**config.mk**
```make
export PLATFORM = sky130hd
export DESIGN_NAME = token_net_reset_init_diag
export DESIGN_NICKNAME = d
export VERILOG_FILES = /design/src/common/token_net_pkg.sv /design/src/hdl/token_net_reset_init_diag.sv
export VERILOG_INCLUDE_DIRS = /design/src /design/src/common
export SDC_FILE = /design/constraint.sdc
export NUM_CORES = 1
export LEC_CHECK = 0
export ABC_AREA = 1
export BUFFER_PORTS_ARGS = -buffer_cell sky130_fd_sc_hd__buf_2
export CORE_ASPECT_RATIO = 0.75
export CORE_MARGIN = 2
export CORE_UTILIZATION = 55
export CTS_CLUSTER_SIZE = 40
export DETAILED_ROUTE_END_ITERATION = 16
export GPL_TIMING_DRIVEN = 1
export PLACE_DENSITY = 0.81
export SLEW_MARGIN = 20
export SYNTH_ARGS = -nofsm -noshare
export SYNTH_HDL_FRONTEND = slang
export SYNTH_SLANG_ARGS = --single-unit
export TNS_END_PERCENT = 10
```
**constraint.sdc**
```tcl
create_clock -name clock -period 4.04 [get_ports clock]
set_clock_uncertainty 0.15 [all_clocks]
set_input_delay 0.606 -clock clock [delete_from_list [all_inputs] [get_ports clock]]
set_output_delay 0.606 -clock clock [all_outputs]
set_load 0.01 [all_outputs]
```
**src/common/token_net_map.svh**
```systemverilog
// Offsets, field positions, reset values and timing counts of the reset and diagnostics block.
`ifndef TOKEN_NET_MAP_SVH
`define TOKEN_NET_MAP_SVH
`define CFG_SW_RESET_BIT 7
`define CFG_JOIN_EN_BIT 5
`define CFG_SCALE_A_BIT 3
`define CFG_SCALE_B_BIT 4
`define AUX_SHORT_REFUSAL_BIT 0
`define CFG_RESET_VAL 8'h00
`define AUX_RESET_VAL 8'h00
`define SIG_PATTERN 8'hD1
`define SIG_ADDR_PATTERN 11'h000
`define SIG_ADDR_IDENT 11'h001
`define RST_FILTER_PERIODS 5
`define REFUSAL_LONG_LIMIT 128
`define REFUSAL_SHORT_LIMIT 4
`define CLK_KHZ 10000
`define DUP_WIN_SHORT_MS 420
`define DUP_WIN_LONG_MS 840
`endif

```
**src/common/token_net_pkg.sv**
```systemverilog
// Types shared by the reset and diagnostics block.
package token_net_pkg;
   typedef enum logic [1:0] {
      SIG_IDLE = 2'b00,
      SIG_PATTERN_WR = 2'b01,
      SIG_IDENT_WR = 2'b10
   } sig_state_t;
   typedef struct packed {
      logic token_valid;
      logic [7:0] token_dest;
      logic token_from_self;
      logic response_seen;
      logic reshuffle_timer_expired;
      logic nak_rx;
      logic token_rx;
      logic [7:0] next_node;
   } net_events_t;
   typedef struct packed {
      logic dup_node_flag;
      logic self_caused_reshuffle_flag;
      logic line_activity_flag;
      logic token_seen_flag;
      logic refusal_limit_flag;
      logic probe_match_flag;
      logic new_next_node_flag;
      logic tx_available_flag;
   } diag_flags_t;
   typedef struct packed {
      logic we;
      logic [10:0] addr;
      logic [7:0] data;
   } ram_wr_t;
endpackage

```
**src/hdl/token_net_reset_init_diag.sv**
```systemverilog
// Reset handling, node start-up and network diagnostics of the token network controller.
`timescale 1ns/10ps
`include "token_net_map.svh"
module token_net_reset_init_diag
   import token_net_pkg::*;
#(
   parameter int DUP_WIN_SHORT_CYC = `DUP_WIN_SHORT_MS * `CLK_KHZ,
   parameter int DUP_WIN_LONG_CYC = `DUP_WIN_LONG_MS * `CLK_KHZ,
   parameter int FILTER_PERIODS = `RST_FILTER_PERIODS
)
(
   input wire logic clock,
   input wire logic nrst,
   input wire logic hw_reset_in_n,
   input wire logic cfg_we,
   input wire logic [7:0] cfg_wdata,
   input wire logic aux_we,
   input wire logic [7:0] aux_wdata,
   input wire logic nid_we,
   input wire logic [7:0] nid_wdata,
   input wire logic tent_we,
   input wire logic [7:0] tent_wdata,
   input wire logic diag_rd,
   input wire logic clear_flags_cmd,
   input wire logic tx_enable_cmd,
   input wire logic tx_disable_cmd,
   input wire logic host_wr_odd,
   input wire logic host_rd_odd,
   input wire logic host_mode_in,
   input wire logic rx_line_in,
   input net_events_t net_ev,
   output logic [7:0] cfg_reg,
   output logic [7:0] aux_setup_reg,
   output logic [7:0] node_identity_reg,
   output diag_flags_t diag_flags,
   output logic refusal_irq,
   output ram_wr_t ram_wr,
   output logic core_awake,
   output logic join_active,
   output logic tx_driver_en,
   output logic bus_mode,
   output logic bus_mode_known,
   output logic dup_check_done,
   output logic in_reset
);

   // ************************************************************
   // Reset conditioning
   // ************************************************************
   logic [1:0] nrst_sync_ff;
   logic rst_n;
   logic hwr_meta_ff;
   logic hwr_sync_ff;
   logic [3:0] hwr_low_cnt_ff;
   logic hw_rst_ff;
   logic sw_rst;
   logic core_rst;

   always_ff @(posedge clock or negedge nrst)
   begin
      if (!nrst)
         nrst_sync_ff <= 2'h0;
      else
         nrst_sync_ff <= {nrst_sync_ff[0], 1'b1};
   end
   assign rst_n = nrst_sync_ff[1];

   always_ff @(posedge clock or negedge rst_n)
   begin
      if (!rst_n)
      begin
         hwr_meta_ff <= 1'b1;
         hwr_sync_ff <= 1'b1;
      end
      else
      begin
         hwr_meta_ff <= hw_reset_in_n;
         hwr_sync_ff <= hwr_meta_ff;
      end
   end

   always_ff @(posedge clock or negedge rst_n)
   begin
      if (!rst_n)
      begin
         hwr_low_cnt_ff <= 4'h0;
         hw_rst_ff <= 1'b1;
      end
      else if (hwr_sync_ff)
      begin
         hwr_low_cnt_ff <= 4'h0;
         hw_rst_ff <= 1'b0;
      end
      else if (hwr_low_cnt_ff >= 4'(FILTER_PERIODS - 1))
         hw_rst_ff <= 1'b1;
      else
         hwr_low_cnt_ff <= hwr_low_cnt_ff + 4'h1;
   end

   assign sw_rst = cfg_reg[`CFG_SW_RESET_BIT];
   assign core_rst = hw_rst_ff | sw_rst;

   always_ff @(posedge clock or negedge rst_n)
   begin
      if (!rst_n)
         in_reset <= 1'b1;
      else
         in_reset <= core_rst;
   end

   // ************************************************************
   // Registers kept through software reset
   // ************************************************************
   // only hardware reset clears these
   always_ff @(posedge clock or negedge rst_n)
   begin
      if (!rst_n)
      begin
         cfg_reg <= `CFG_RESET_VAL;
         aux_setup_reg <= `AUX_RESET_VAL;
      end
      else if (hw_rst_ff)
      begin
         cfg_reg <= `CFG_RESET_VAL;
         aux_setup_reg <= `AUX_RESET_VAL;
      end
      else
      begin
         if (cfg_we)
            cfg_reg <= cfg_wdata;
         if (aux_we)
            aux_setup_reg <= aux_wdata;
      end
   end

   // bus type from odd address access
   logic odd_wr_seen_ff;
   always_ff @(posedge clock or negedge rst_n)
   begin
      if (!rst_n)
      begin
         odd_wr_seen_ff <= 1'b0;
         bus_mode_known <= 1'b0;
         bus_mode <= 1'b0;
      end
      else if (hw_rst_ff)
      begin
         odd_wr_seen_ff <= 1'b0;
         bus_mode_known <= 1'b0;
         bus_mode <= 1'b0;
      end
      else if (!bus_mode_known)
      begin
         if (host_wr_odd)
            odd_wr_seen_ff <= 1'b1;
         if (odd_wr_seen_ff && host_rd_odd)
         begin
            bus_mode_known <= 1'b1;
            bus_mode <= host_mode_in;
         end
      end
   end

   // ************************************************************
   // Node identity, wake-up and signature
   // ************************************************************
   logic [7:0] tent_id_ff;
   logic awake;
   logic joined;
   sig_state_t sig_state_ff;

   // identity back to zero on any reset
   always_ff @(posedge clock or negedge rst_n)
   begin
      if (!rst_n)
      begin
         node_identity_reg <= 8'h00;
         tent_id_ff <= 8'h00;
      end
      else if (core_rst)
      begin
         node_identity_reg <= 8'h00;
         tent_id_ff <= 8'h00;
      end
      else
      begin
         if (nid_we)
            node_identity_reg <= nid_wdata;
         if (tent_we)
            tent_id_ff <= tent_wdata;
      end
   end

   // core sleeps while identity is zero
   assign awake = (node_identity_reg != 8'h00);
   assign joined = awake && cfg_reg[`CFG_JOIN_EN_BIT];

   always_ff @(posedge clock or negedge rst_n)
   begin
      if (!rst_n)
      begin
         core_awake <= 1'b0;
         join_active <= 1'b0;
         tx_driver_en <= 1'b0;
      end
      else
      begin
         core_awake <= awake && !core_rst;
         join_active <= joined && !core_rst;
         tx_driver_en <= joined && !core_rst;
      end
   end

   always_ff @(posedge clock or negedge rst_n)
   begin
      if (!rst_n)
      begin
         sig_state_ff <= SIG_IDLE;
         ram_wr <= '0;
      end
      else if (core_rst)
      begin
         sig_state_ff <= SIG_IDLE;
         ram_wr <= '0;
      end
      else
      begin
         unique case (sig_state_ff)
            SIG_IDLE:
            begin
               ram_wr.we <= 1'b0;
               if (nid_we)
                  sig_state_ff <= SIG_PATTERN_WR;
            end
            SIG_PATTERN_WR:
            begin
               ram_wr <= '{we: 1'b1, addr: `SIG_ADDR_PATTERN, data: `SIG_PATTERN};
               sig_state_ff <= SIG_IDENT_WR;
            end
            SIG_IDENT_WR:
            begin
               ram_wr <= '{we: 1'b1, addr: `SIG_ADDR_IDENT, data: node_identity_reg};
               sig_state_ff <= SIG_IDLE;
            end
            default:
            begin
               ram_wr.we <= 1'b0;
               sig_state_ff <= SIG_IDLE;
            end
         endcase
      end
   end

   // ************************************************************
   // Duplicate identity and probe tracking
   // ************************************************************
   logic own_probe_ff;
   logic tent_probe_ff;
   logic dup_hit;
   logic tent_hit;
   logic [23:0] dup_win_cnt_ff;
   logic [23:0] dup_win_lim;

   // tokens to our identity awaiting an answer
   always_ff @(posedge clock or negedge rst_n)
   begin
      if (!rst_n)
      begin
         own_probe_ff <= 1'b0;
         tent_probe_ff <= 1'b0;
      end
      else if (core_rst || !awake)
      begin
         own_probe_ff <= 1'b0;
         tent_probe_ff <= 1'b0;
      end
      else if (net_ev.token_valid && !net_ev.token_from_self)
      begin
         own_probe_ff <= (net_ev.token_dest == node_identity_reg);
         tent_probe_ff <= (tent_id_ff != 8'h00) && (net_ev.token_dest == tent_id_ff);
      end
   end
   assign dup_hit = own_probe_ff && net_ev.response_seen;
   assign tent_hit = tent_probe_ff && net_ev.response_seen;

   // detection window length from scale bits
   assign dup_win_lim = (cfg_reg[`CFG_SCALE_A_BIT] && cfg_reg[`CFG_SCALE_B_BIT]) ?
                        24'(DUP_WIN_SHORT_CYC) : 24'(DUP_WIN_LONG_CYC);

   always_ff @(posedge clock or negedge rst_n)
   begin
      if (!rst_n)
      begin
         dup_win_cnt_ff <= 24'h000000;
         dup_check_done <= 1'b0;
      end
      else if (core_rst || nid_we || !awake)
      begin
         dup_win_cnt_ff <= 24'h000000;
         dup_check_done <= 1'b0;
      end
      else if (dup_win_cnt_ff >= dup_win_lim - 24'h000001)
         dup_check_done <= 1'b1;
      else
         dup_win_cnt_ff <= dup_win_cnt_ff + 24'h000001;
   end

   // ************************************************************
   // Refusal counting and transmitter availability
   // ************************************************************
   logic [6:0] refusal_cnt_ff;
   logic [6:0] refusal_last;
   logic refusal_hit;
   logic tx_cancel_ff;

   // wrapping counter, limit from aux setup
   assign refusal_last = aux_setup_reg[`AUX_SHORT_REFUSAL_BIT] ?
                         7'(`REFUSAL_SHORT_LIMIT - 1) : 7'(`REFUSAL_LONG_LIMIT - 1);
   assign refusal_hit = net_ev.nak_rx && (refusal_cnt_ff >= refusal_last);

   always_ff @(posedge clock or negedge rst_n)
   begin
      if (!rst_n)
         refusal_cnt_ff <= 7'h00;
      else if (core_rst)
         refusal_cnt_ff <= 7'h00;
      else if (refusal_hit)
         refusal_cnt_ff <= 7'h00;
      else if (net_ev.nak_rx)
         refusal_cnt_ff <= refusal_cnt_ff + 7'h01;
   end

   // ************************************************************
   // Diagnostic flags, set wins over clear; tent_we clears probe_match_flag over its set
   // ************************************************************
   logic [7:0] last_next_ff;

   always_ff @(posedge clock or negedge rst_n)
   begin
      if (!rst_n)
         last_next_ff <= 8'h00;
      else if (core_rst)
         last_next_ff <= 8'h00;
      else
         last_next_ff <= net_ev.next_node;
   end

   // All flag fields live in one process so the status word has a single driver.
   always_ff @(posedge clock or negedge rst_n)
   begin
      if (!rst_n)
      begin
         tx_cancel_ff <= 1'b0;
         diag_flags.tx_available_flag <= 1'b1;
         diag_flags.dup_node_flag <= 1'b0;
         diag_flags.self_caused_reshuffle_flag <= 1'b0;
         diag_flags.line_activity_flag <= 1'b0;
         diag_flags.token_seen_flag <= 1'b0;
         diag_flags.refusal_limit_flag <= 1'b0;
         diag_flags.probe_match_flag <= 1'b0;
         diag_flags.new_next_node_flag <= 1'b0;
         refusal_irq <= 1'b0;
      end
      else if (core_rst)
      begin
         tx_cancel_ff <= 1'b0;
         diag_flags.tx_available_flag <= 1'b1;
         diag_flags.dup_node_flag <= 1'b0;
         diag_flags.self_caused_reshuffle_flag <= 1'b0;
         diag_flags.line_activity_flag <= 1'b0;
         diag_flags.token_seen_flag <= 1'b0;
         diag_flags.refusal_limit_flag <= 1'b0;
         diag_flags.probe_match_flag <= 1'b0;
         diag_flags.new_next_node_flag <= 1'b0;
         refusal_irq <= 1'b0;
      end
      else
      begin
         // abandon and free at next token
         if (tx_disable_cmd)
            tx_cancel_ff <= !diag_flags.tx_available_flag;
         else if (tx_cancel_ff && net_ev.token_rx)
         begin
            tx_cancel_ff <= 1'b0;
            diag_flags.tx_available_flag <= 1'b1;
         end
         else if (tx_enable_cmd)
            diag_flags.tx_available_flag <= 1'b0;
         diag_flags.dup_node_flag <= dup_hit || (diag_flags.dup_node_flag && !diag_rd);
         diag_flags.self_caused_reshuffle_flag <= (joined && net_ev.reshuffle_timer_expired) ||
            (diag_flags.self_caused_reshuffle_flag && !diag_rd);
         diag_flags.line_activity_flag <= rx_line_in ||
            (diag_flags.line_activity_flag && !clear_flags_cmd);
         diag_flags.token_seen_flag <= (net_ev.token_valid && !net_ev.token_from_self) ||
            (diag_flags.token_seen_flag && !clear_flags_cmd);
         diag_flags.refusal_limit_flag <= refusal_hit ||
            (diag_flags.refusal_limit_flag && !clear_flags_cmd);
         refusal_irq <= refusal_hit || (refusal_irq && !clear_flags_cmd);
         diag_flags.probe_match_flag <= (tent_hit && !tent_we) ||
            (diag_flags.probe_match_flag && !clear_flags_cmd && !tent_we);
         diag_flags.new_next_node_flag <= (awake && net_ev.next_node != last_next_ff) ||
            (diag_flags.new_next_node_flag && !clear_flags_cmd);
      end
   end

endmodule // token_net_reset_init_diag

```
==> flow_summary.ini, run 1 <==
[finish]
regArea_um2 = 2790
final_util_pct = 66.6
drive_gt1_share_pct = 19.3
n_fill_cell = 886
multiInputGateArea_um2 = 2680
top_regs = dup_win_cnt_ff: 24 flops, ram_wr: 10 flops
largest_register_ffs = 24
areaGrowthSynthToFinish_pct = 16.8
diodes = 0
regMostFlops = dup_win_cnt_ff
fin_nets = 952

[timing]
max-slew-margin-rel_pct = 63.2
period_share_pct = 63.7
rsz0062_at_grt = false
tightestPinTransition_ns = 0.551
fmax_mhz = 388
slew_violations = 0
finalSetupTns_ns = 0
setup_viol = 0
hold_viol_final = 0
period_needed_ns = 2.57

[critical_path]
crit_chain = nor2_1 > buf_4 > inv_2 > buf_4 > nor2_4 > nand2_4 > inv_2 > nand2_4 > nand2_1 > nand2_1
worstPathMaxFanout = 34
worstPathRequired_ns = 4.12
crit_path_end_kind = register
max_stage_delay_ns = 0.46
reg2regPathDepth = 10
critical_path_class = reg2reg
cp.arrival_ns = 2.66
critPathSlowestCell = inv_2
cp-start-kind = register

[route]
antenna_left = 0
routedLengthMet1_mm = 6.78
route.detailed.wl_per_inst_um = 13.9
dr.pass1.iters = 5
route.met2.wl_mm = 5.82
maxUsedRoutingLayer = met4
dr_wl_met3_mm = 1.10
drcViolationCount = 0
totalWireLength_mm = 14.0
drtIter0Drc = 357
viasPerCell = 5.18
num_vias = 5208

[clock_network]
cts-root-buf = clkbuf_16
clock_latency_ns = 0.35
clk_pin_slew_ns = 0.07
clock_sinks = 111
cts_tree = done
ctsResizeCount = 0
clockBufferDepth = 2
cts.htree.levels = 3
cts-buffers-inserted = 9
cts_setup_buffers = 0
holdBufCountCts = 1

[pwr]
cellPowerDensity_nw_per_um2 = 475
peakVddDrop_mv = 0.355
cellLeakagePower_nw = 3.64

[job]
max-cap-violations = 0

[die]
num_io_pins = 129
rows = 32
dieWidth_um = 124
start_util_pct = 57.1
die-area_um2 = 11700
die_y_um = 94.0
core_um2 = 10400

[global_route]
grt_pass1_vias = 4999
grt_max_degree = 81
overflow = 0
antenna_found_initial = 0
grt.total_usage_pct = 26.2
grt_pass1_wl_mm = 23.7

[synth]
mappedNetlistArea_um2 = 5940
syn_area_per_cell_um2 = 7.93
yosysTopAreaCell = dfrtp_1
netlist_instances = 749
ys_ff_latch = 111
yosys.area.top_type_share_pct = 44.7
synth_cell_types = 38
ys.warnings.count = 0
yosysSeqAreaShare_pct = 46.9
synth_area_leaders = dfrtp_1, nand2_1, nor2_1
ys.flop_type = dfrtp_1
async_flop_share_pct = 100
synth_edf_count = 0

[placement]
dp_hpwl_mm = 10.3
gp_congestion = 0.903
port_buffers = 118

[hold_path]
hold_path_class = reg2async

[outcome]
status = finished clean
-- cells by family after synthesis --
family,after synthesis,share of synthesized area (%)
AND/OR/NAND/NOR,387,28.0
buffers and inverters,118,8.64
flip-flops,111,46.9
AO/OA/AOI/OAI,77,7.23
XOR/XNOR,35,5.16
adder cells (fa/ha/maj),19,4.00
other,2,0.126
-- power by group --
part,switching [mW],internal (mW)
combinational,0.551,0.337
sequential,0.167,1.33
clock,0.417,0.489
-- synthesized netlist by cell type, types with 5 or more instances --
library cell,number
nor2_1,107
ha_1,19
or2_2,8
xor2_1,23
nand2_1,176
o21ai_0,36
inv_1,83
buf_4,15
a21oi_1,26
nand3_1,69
dfstp_2,5
buf_2,5
a211oi_1,8
dfrtp_1,106
nor3_1,5
xnor2_1,12
clkbuf_1,7
nand4_1,9
-- cell usage in the layout, fill, tap and decap left out, types with 8 or more instances in the layout --
cell / netlist / routed
or2_2: 8 / 8
nand3_1: 69 / 69
o21ai_0: 36 / 36
a21oi_1: 26 / 26
dfrtp_1: 106 / 105
a211oi_1: 8 / 8
conb_1: 2 / 11
nand2_1: 176 / 176
nor2_1: 107 / 107
ha_1: 19 / 19
xnor2_1: 12 / 12
nand4_1: 9 / 9
inv_1: 83 / 83
clkbuf_16: 0 / 9
xor2_1: 23 / 23
buf_2: 5 / 118
-- metrics by stage --
step | total power, mW | hold WS (ns) | worst slack (ns) | cell area [um2] | cells
CTS | 3.31 | 0.192 | 1.46 | 6910 | 1004
floorplan | 2.07 | 0.160 | 0.578 | 5970 | 758
finish | 3.29 | 0.104 | 1.47 | 6940 | 1005
global route | 3.49 | 0.138 | 1.19 | 6940 | 1005
global placement | 2.37 | 0.184 | 1.62 | 6590 | 987
detailed placement | 2.39 | 0.188 | 1.52 | 6590 | 987
-- final timing paths --
path / from / to / slack (ns)
max in group asynchronous: nrst_sync_ff[1]$_DFF_PN0_ / ram_wr[6]$_DFFE_PN0P_ / 2.81
min reg2reg: nrst_sync_ff[1]$_DFF_PN0_ / cfg_reg[2]$_DFFE_PN0P_ / 0.10
min in group clock: nrst_sync_ff[0]$_DFF_PN0_ / nrst_sync_ff[1]$_DFF_PN0_ / 0.20
max: hw_rst_ff$_DFFE_PN1P_ / dup_win_cnt_ff[4]$_DFFE_PN0P_ / 1.47
min: nrst_sync_ff[1]$_DFF_PN0_ / cfg_reg[2]$_DFFE_PN0P_ / 0.10
max reg2reg: hw_rst_ff$_DFFE_PN1P_ / dup_win_cnt_ff[4]$_DFFE_PN0P_ / 1.47
-- cell type report --
cell class / instances / area share [%]
clock buffers: 9 / 3.25
clock inverters: 7 / 1.15
inverters: 88 / 4.76
multi-input cells: 529 / 38.6
flip-flops and latches: 111 / 40.2
well taps: 136 / 2.45
repair buffers: 125 / 9.60
-- worst max-delay path, delay by kind of cell, from the launching register on --
kind	cells	cell delay, ns
buffers and inverters	4	0.99
AND/OR/NAND/NOR	6	0.90
flip-flops	1	0.40
-- layer usage --
metal  vias up  GRT usage, %
li1       2585             -
met1      2417          39.3
met2       183          37.5
met3        23          6.49
met4         0          7.96
met5         -             0
Power figures use the tool's default switching activity.
==> run 2: changes to the inputs <==
--- a/config.mk
+++ b/config.mk
@@ -6,15 +6,15 @@
 export SDC_FILE = /design/constraint.sdc
 export NUM_CORES = 1
 export LEC_CHECK = 0
-export ABC_AREA = 1
+export ABC_AREA = 0
 export BUFFER_PORTS_ARGS = -buffer_cell sky130_fd_sc_hd__buf_2
 export CORE_ASPECT_RATIO = 0.75
 export CORE_MARGIN = 2
-export CORE_UTILIZATION = 55
+export CORE_UTILIZATION = 49
 export CTS_CLUSTER_SIZE = 40
 export DETAILED_ROUTE_END_ITERATION = 16
 export GPL_TIMING_DRIVEN = 1
-export PLACE_DENSITY = 0.81
+export PLACE_DENSITY = 0.77
 export SLEW_MARGIN = 20
 export SYNTH_ARGS = -nofsm -noshare
 export SYNTH_HDL_FRONTEND = slang
==> constraint.sdc (replaced) <==
create_clock -name clock -period 2.2 [get_ports clock]
set_clock_uncertainty 0.15 [all_clocks]
set_input_delay 0.33 -clock clock [delete_from_list [all_inputs] [get_ports clock]]
set_output_delay 0.33 -clock clock [all_outputs]
set_load 0.01 [all_outputs]
==> run 2 against run 1 <==
  * The run now ends with negative setup slack left
  * Via count shrank 4.1%
  * Synthesized cell count shrank 27%
  * Clock power grew 76%
  * Die area grew 4.5%
  * Worst hold slack lost 0.063 ns
  * Wire length grew 8.9%
  * Count of clock-buffer cells in the layout is the same
  * Utilization grew 0.63 points
  * Sequential share of layout area shrank 2.5 points
  * Register-to-register slack lost 1.9 ns
  * Final cell count shrank 13%
  * Worst setup slack lost 1.9 ns
  * Largest cell class is now multi-input combinational cells
==> flow_summary.ini, run 2 <==
[outcome]
status = finished, violations left
violations = negative setup slack

[placement]
place_area_um2 = 6650
dp_hpwl_mm = 10.6
gp_congestion = 0.955
dp_cells = 843
port_buffers = 118

[critical_path]
worstPathMaxFanout = 6
r2r-end = dup_win_cnt_ff[22]$_DFFE_PN0P_
crit_path_end_kind = register
cp.arrival_ns = 2.79
critical_path_class = reg2reg
r2r_start = cfg_reg[4]$_DFFE_PN0P_
rrSetupSlack_ns = -0.45
worstPathRequired_ns = 2.34
cp-start-kind = register
reg2regPathDepth = 10

[hold_path]
hold_path_class = in2reg
min_path_cells = 3
min_from = rx_line_in
hold_end = diag_flags[5]$_DFF_PN0_

[timing]
hold_viol_final = 0
tightestPinTransition_ns = 0.549
finalSetupTns_ns = -8.38
finalWorstSetupSlack_ns = -0.450
max-slew-margin-rel_pct = 63.4
fmax_mhz = 377
setup_viol = 25
period_share_pct = 120
slew_violations = 0
period_needed_ns = 2.65
rsz0062_at_grt = true

[global_route]
antenna_found_initial = 0
busiest_layer = met2
grt_pass1_vias = 4845
use_met1_pct = 34.4
use_met2_pct = 41.8
grt.total_usage_pct = 25.3
use_met3_pct = 5.06
overflow = 0
grt_pass1_wl_mm = 24.0
grt_max_degree = 103

[synth]
async_flop_share_pct = 100
mappedNetlistArea_um2 = 5540
synth_edf_count = 0
synth_area_leaders = dfrtp_1, mux2i_1, nor2_1
netlist_instances = 549
synthTopCellsByCount = dfrtp_1, nor2_1, a21oi_1, mux2i_1, nand2_1
synth_cell_types = 54
syn_area_per_cell_um2 = 10.1
ys.flop_type = dfrtp_1
yosysTopAreaCell = dfrtp_1
ys.warnings.count = 0
yosysSeqAreaShare_pct = 50.3
ys_ff_latch = 111
yosys.area.top_type_share_pct = 47.9
yosysMostFrequentCell = dfrtp_1

[finish]
fin_nets = 817
final_common_cell = buf_2
fin_cells = 874
top_regs = dup_win_cnt_ff: 24 flops, ram_wr: 10 flops
final_util_pct = 67.2
diodes = 0
final_cell_mix = buf_2, dfrtp_1, nor2_1
largest_register_ffs = 24
areaGrowthSynthToFinish_pct = 33.4
drive_gt1_share_pct = 35.0
fin_area_um2 = 7390
regMostFlops = dup_win_cnt_ff

[die]
rows = 33
die_y_um = 96.1
die-area_um2 = 12200
num_io_pins = 129
dieWidth_um = 127
start_util_pct = 50.4
core_um2 = 11000

[clock_network]
cts_tree = done
clock_latency_ns = 0.35
clockBufferDepth = 2
cts-root-buf = clkbuf_16
clock_sinks = 111
clk_pin_slew_ns = 0.08
cts.htree.levels = 3
cts-buffers-inserted = 9

[route]
dr.pass1.iters = 4
antenna_left = 0
totalWireLength_mm = 15.2
viasPerCell = 5.72
drtIter0Drc = 282
drcViolationCount = 0
route.detailed.wl_per_inst_um = 17.4
num_vias = 4997

[pwr]
power_mw = 5.31
peakVddDrop_mv = 0.660
cellLeakagePower_nw = 3.50
cellPowerDensity_nw_per_um2 = 720

[job]
max-cap-violations = 0
-- run 2: cells by family after synthesis --
group,synth area share (%)
flip-flops,50.3
buffers and inverters,4.29
AO/OA/AOI/OAI,12.9
XOR/XNOR,3.80
adder cells (fa/ha/maj),4.29
other,0.136
AND/OR/NAND/NOR,18.3
multiplexers,5.97
-- run 2: layer usage --
layer	share of wire [%]	wire, um	vias to the layer above
met5	0	0	-
met4	1.9	292	0
met3	5.1	781	33
met2	49	7450	169
met1	44	6680	2476
li1	-	-	2319
-- run 2: power by group --
part	switching (mW)	total, mW	internal, mW
registers	0.199	2.50	2.30
clock network	0.803	1.59	0.791
logic	0.695	1.22	0.528
-- run 2: worst max-delay path by stage --
stage	cells past startpoint	slack (ns)	to	from
after floorplan	9	-0.29	dup_win_cnt_ff[13]$_DFFE_PN0P_	cfg_reg[3]$_DFFE_PN0P_
after global placement	9	-0.35	dup_win_cnt_ff[16]$_DFFE_PN0P_	cfg_reg[3]$_DFFE_PN0P_
after detailed placement	9	-0.51	dup_win_cnt_ff[18]$_DFFE_PN0P_	cfg_reg[3]$_DFFE_PN0P_
after CTS	10	-0.38	dup_win_cnt_ff[22]$_DFFE_PN0P_	cfg_reg[4]$_DFFE_PN0P_
after global routing	10	-0.52	dup_win_cnt_ff[18]$_DFFE_PN0P_	cfg_reg[4]$_DFFE_PN0P_
final	10	-0.45	dup_win_cnt_ff[22]$_DFFE_PN0P_	cfg_reg[4]$_DFFE_PN0P_
-- run 2: final cells by class --
class                           count  area [um2]
Multi-Input combinational cell    396        2790
Sequential cell                   111        2790
Fill cell                         842        3600
Clock inverter                      7        65.1
Inverter                           18        70.1
Tap cell                          140         175
Clock buffer                        9         225
Timing Repair Buffer              193        1270
-- run 2: worst max-delay path: stages, from the launching register on --
cell     delay, ns
dfrtp_1       0.42
nand2_4       0.13
inv_4         0.07
ha_4          0.22
nand4_1       0.12
o22ai_2       0.10
o41a_1        0.40
buf_6         0.16
buf_12        0.13
or4_1         0.54
a21oi_2       0.13
-- run 2: through the flow --
step	hold WS [ns]	setup slack (ns)
final	0.0414	-0.450
after global placement	-0.0301	-0.349
after detailed placement	-0.0291	-0.507
after floorplan	-0.116	-0.294
after CTS	0.0354	-0.384
after global routing	0.0481	-0.516
-- run 2: repair_timing --
| action | CTS | global route |
|---|---|---|
| setup endpoints to repair | 25 | 29 |
| gates resized for setup | 36 | 22 |
| cloned | 3 | 0 |
| pin swaps | 35 | 6 |
| buffers inserted | 7 | 2 |
| hold buffers | 3 | 0 |
| hold endpoints to repair | 9 | 0 |
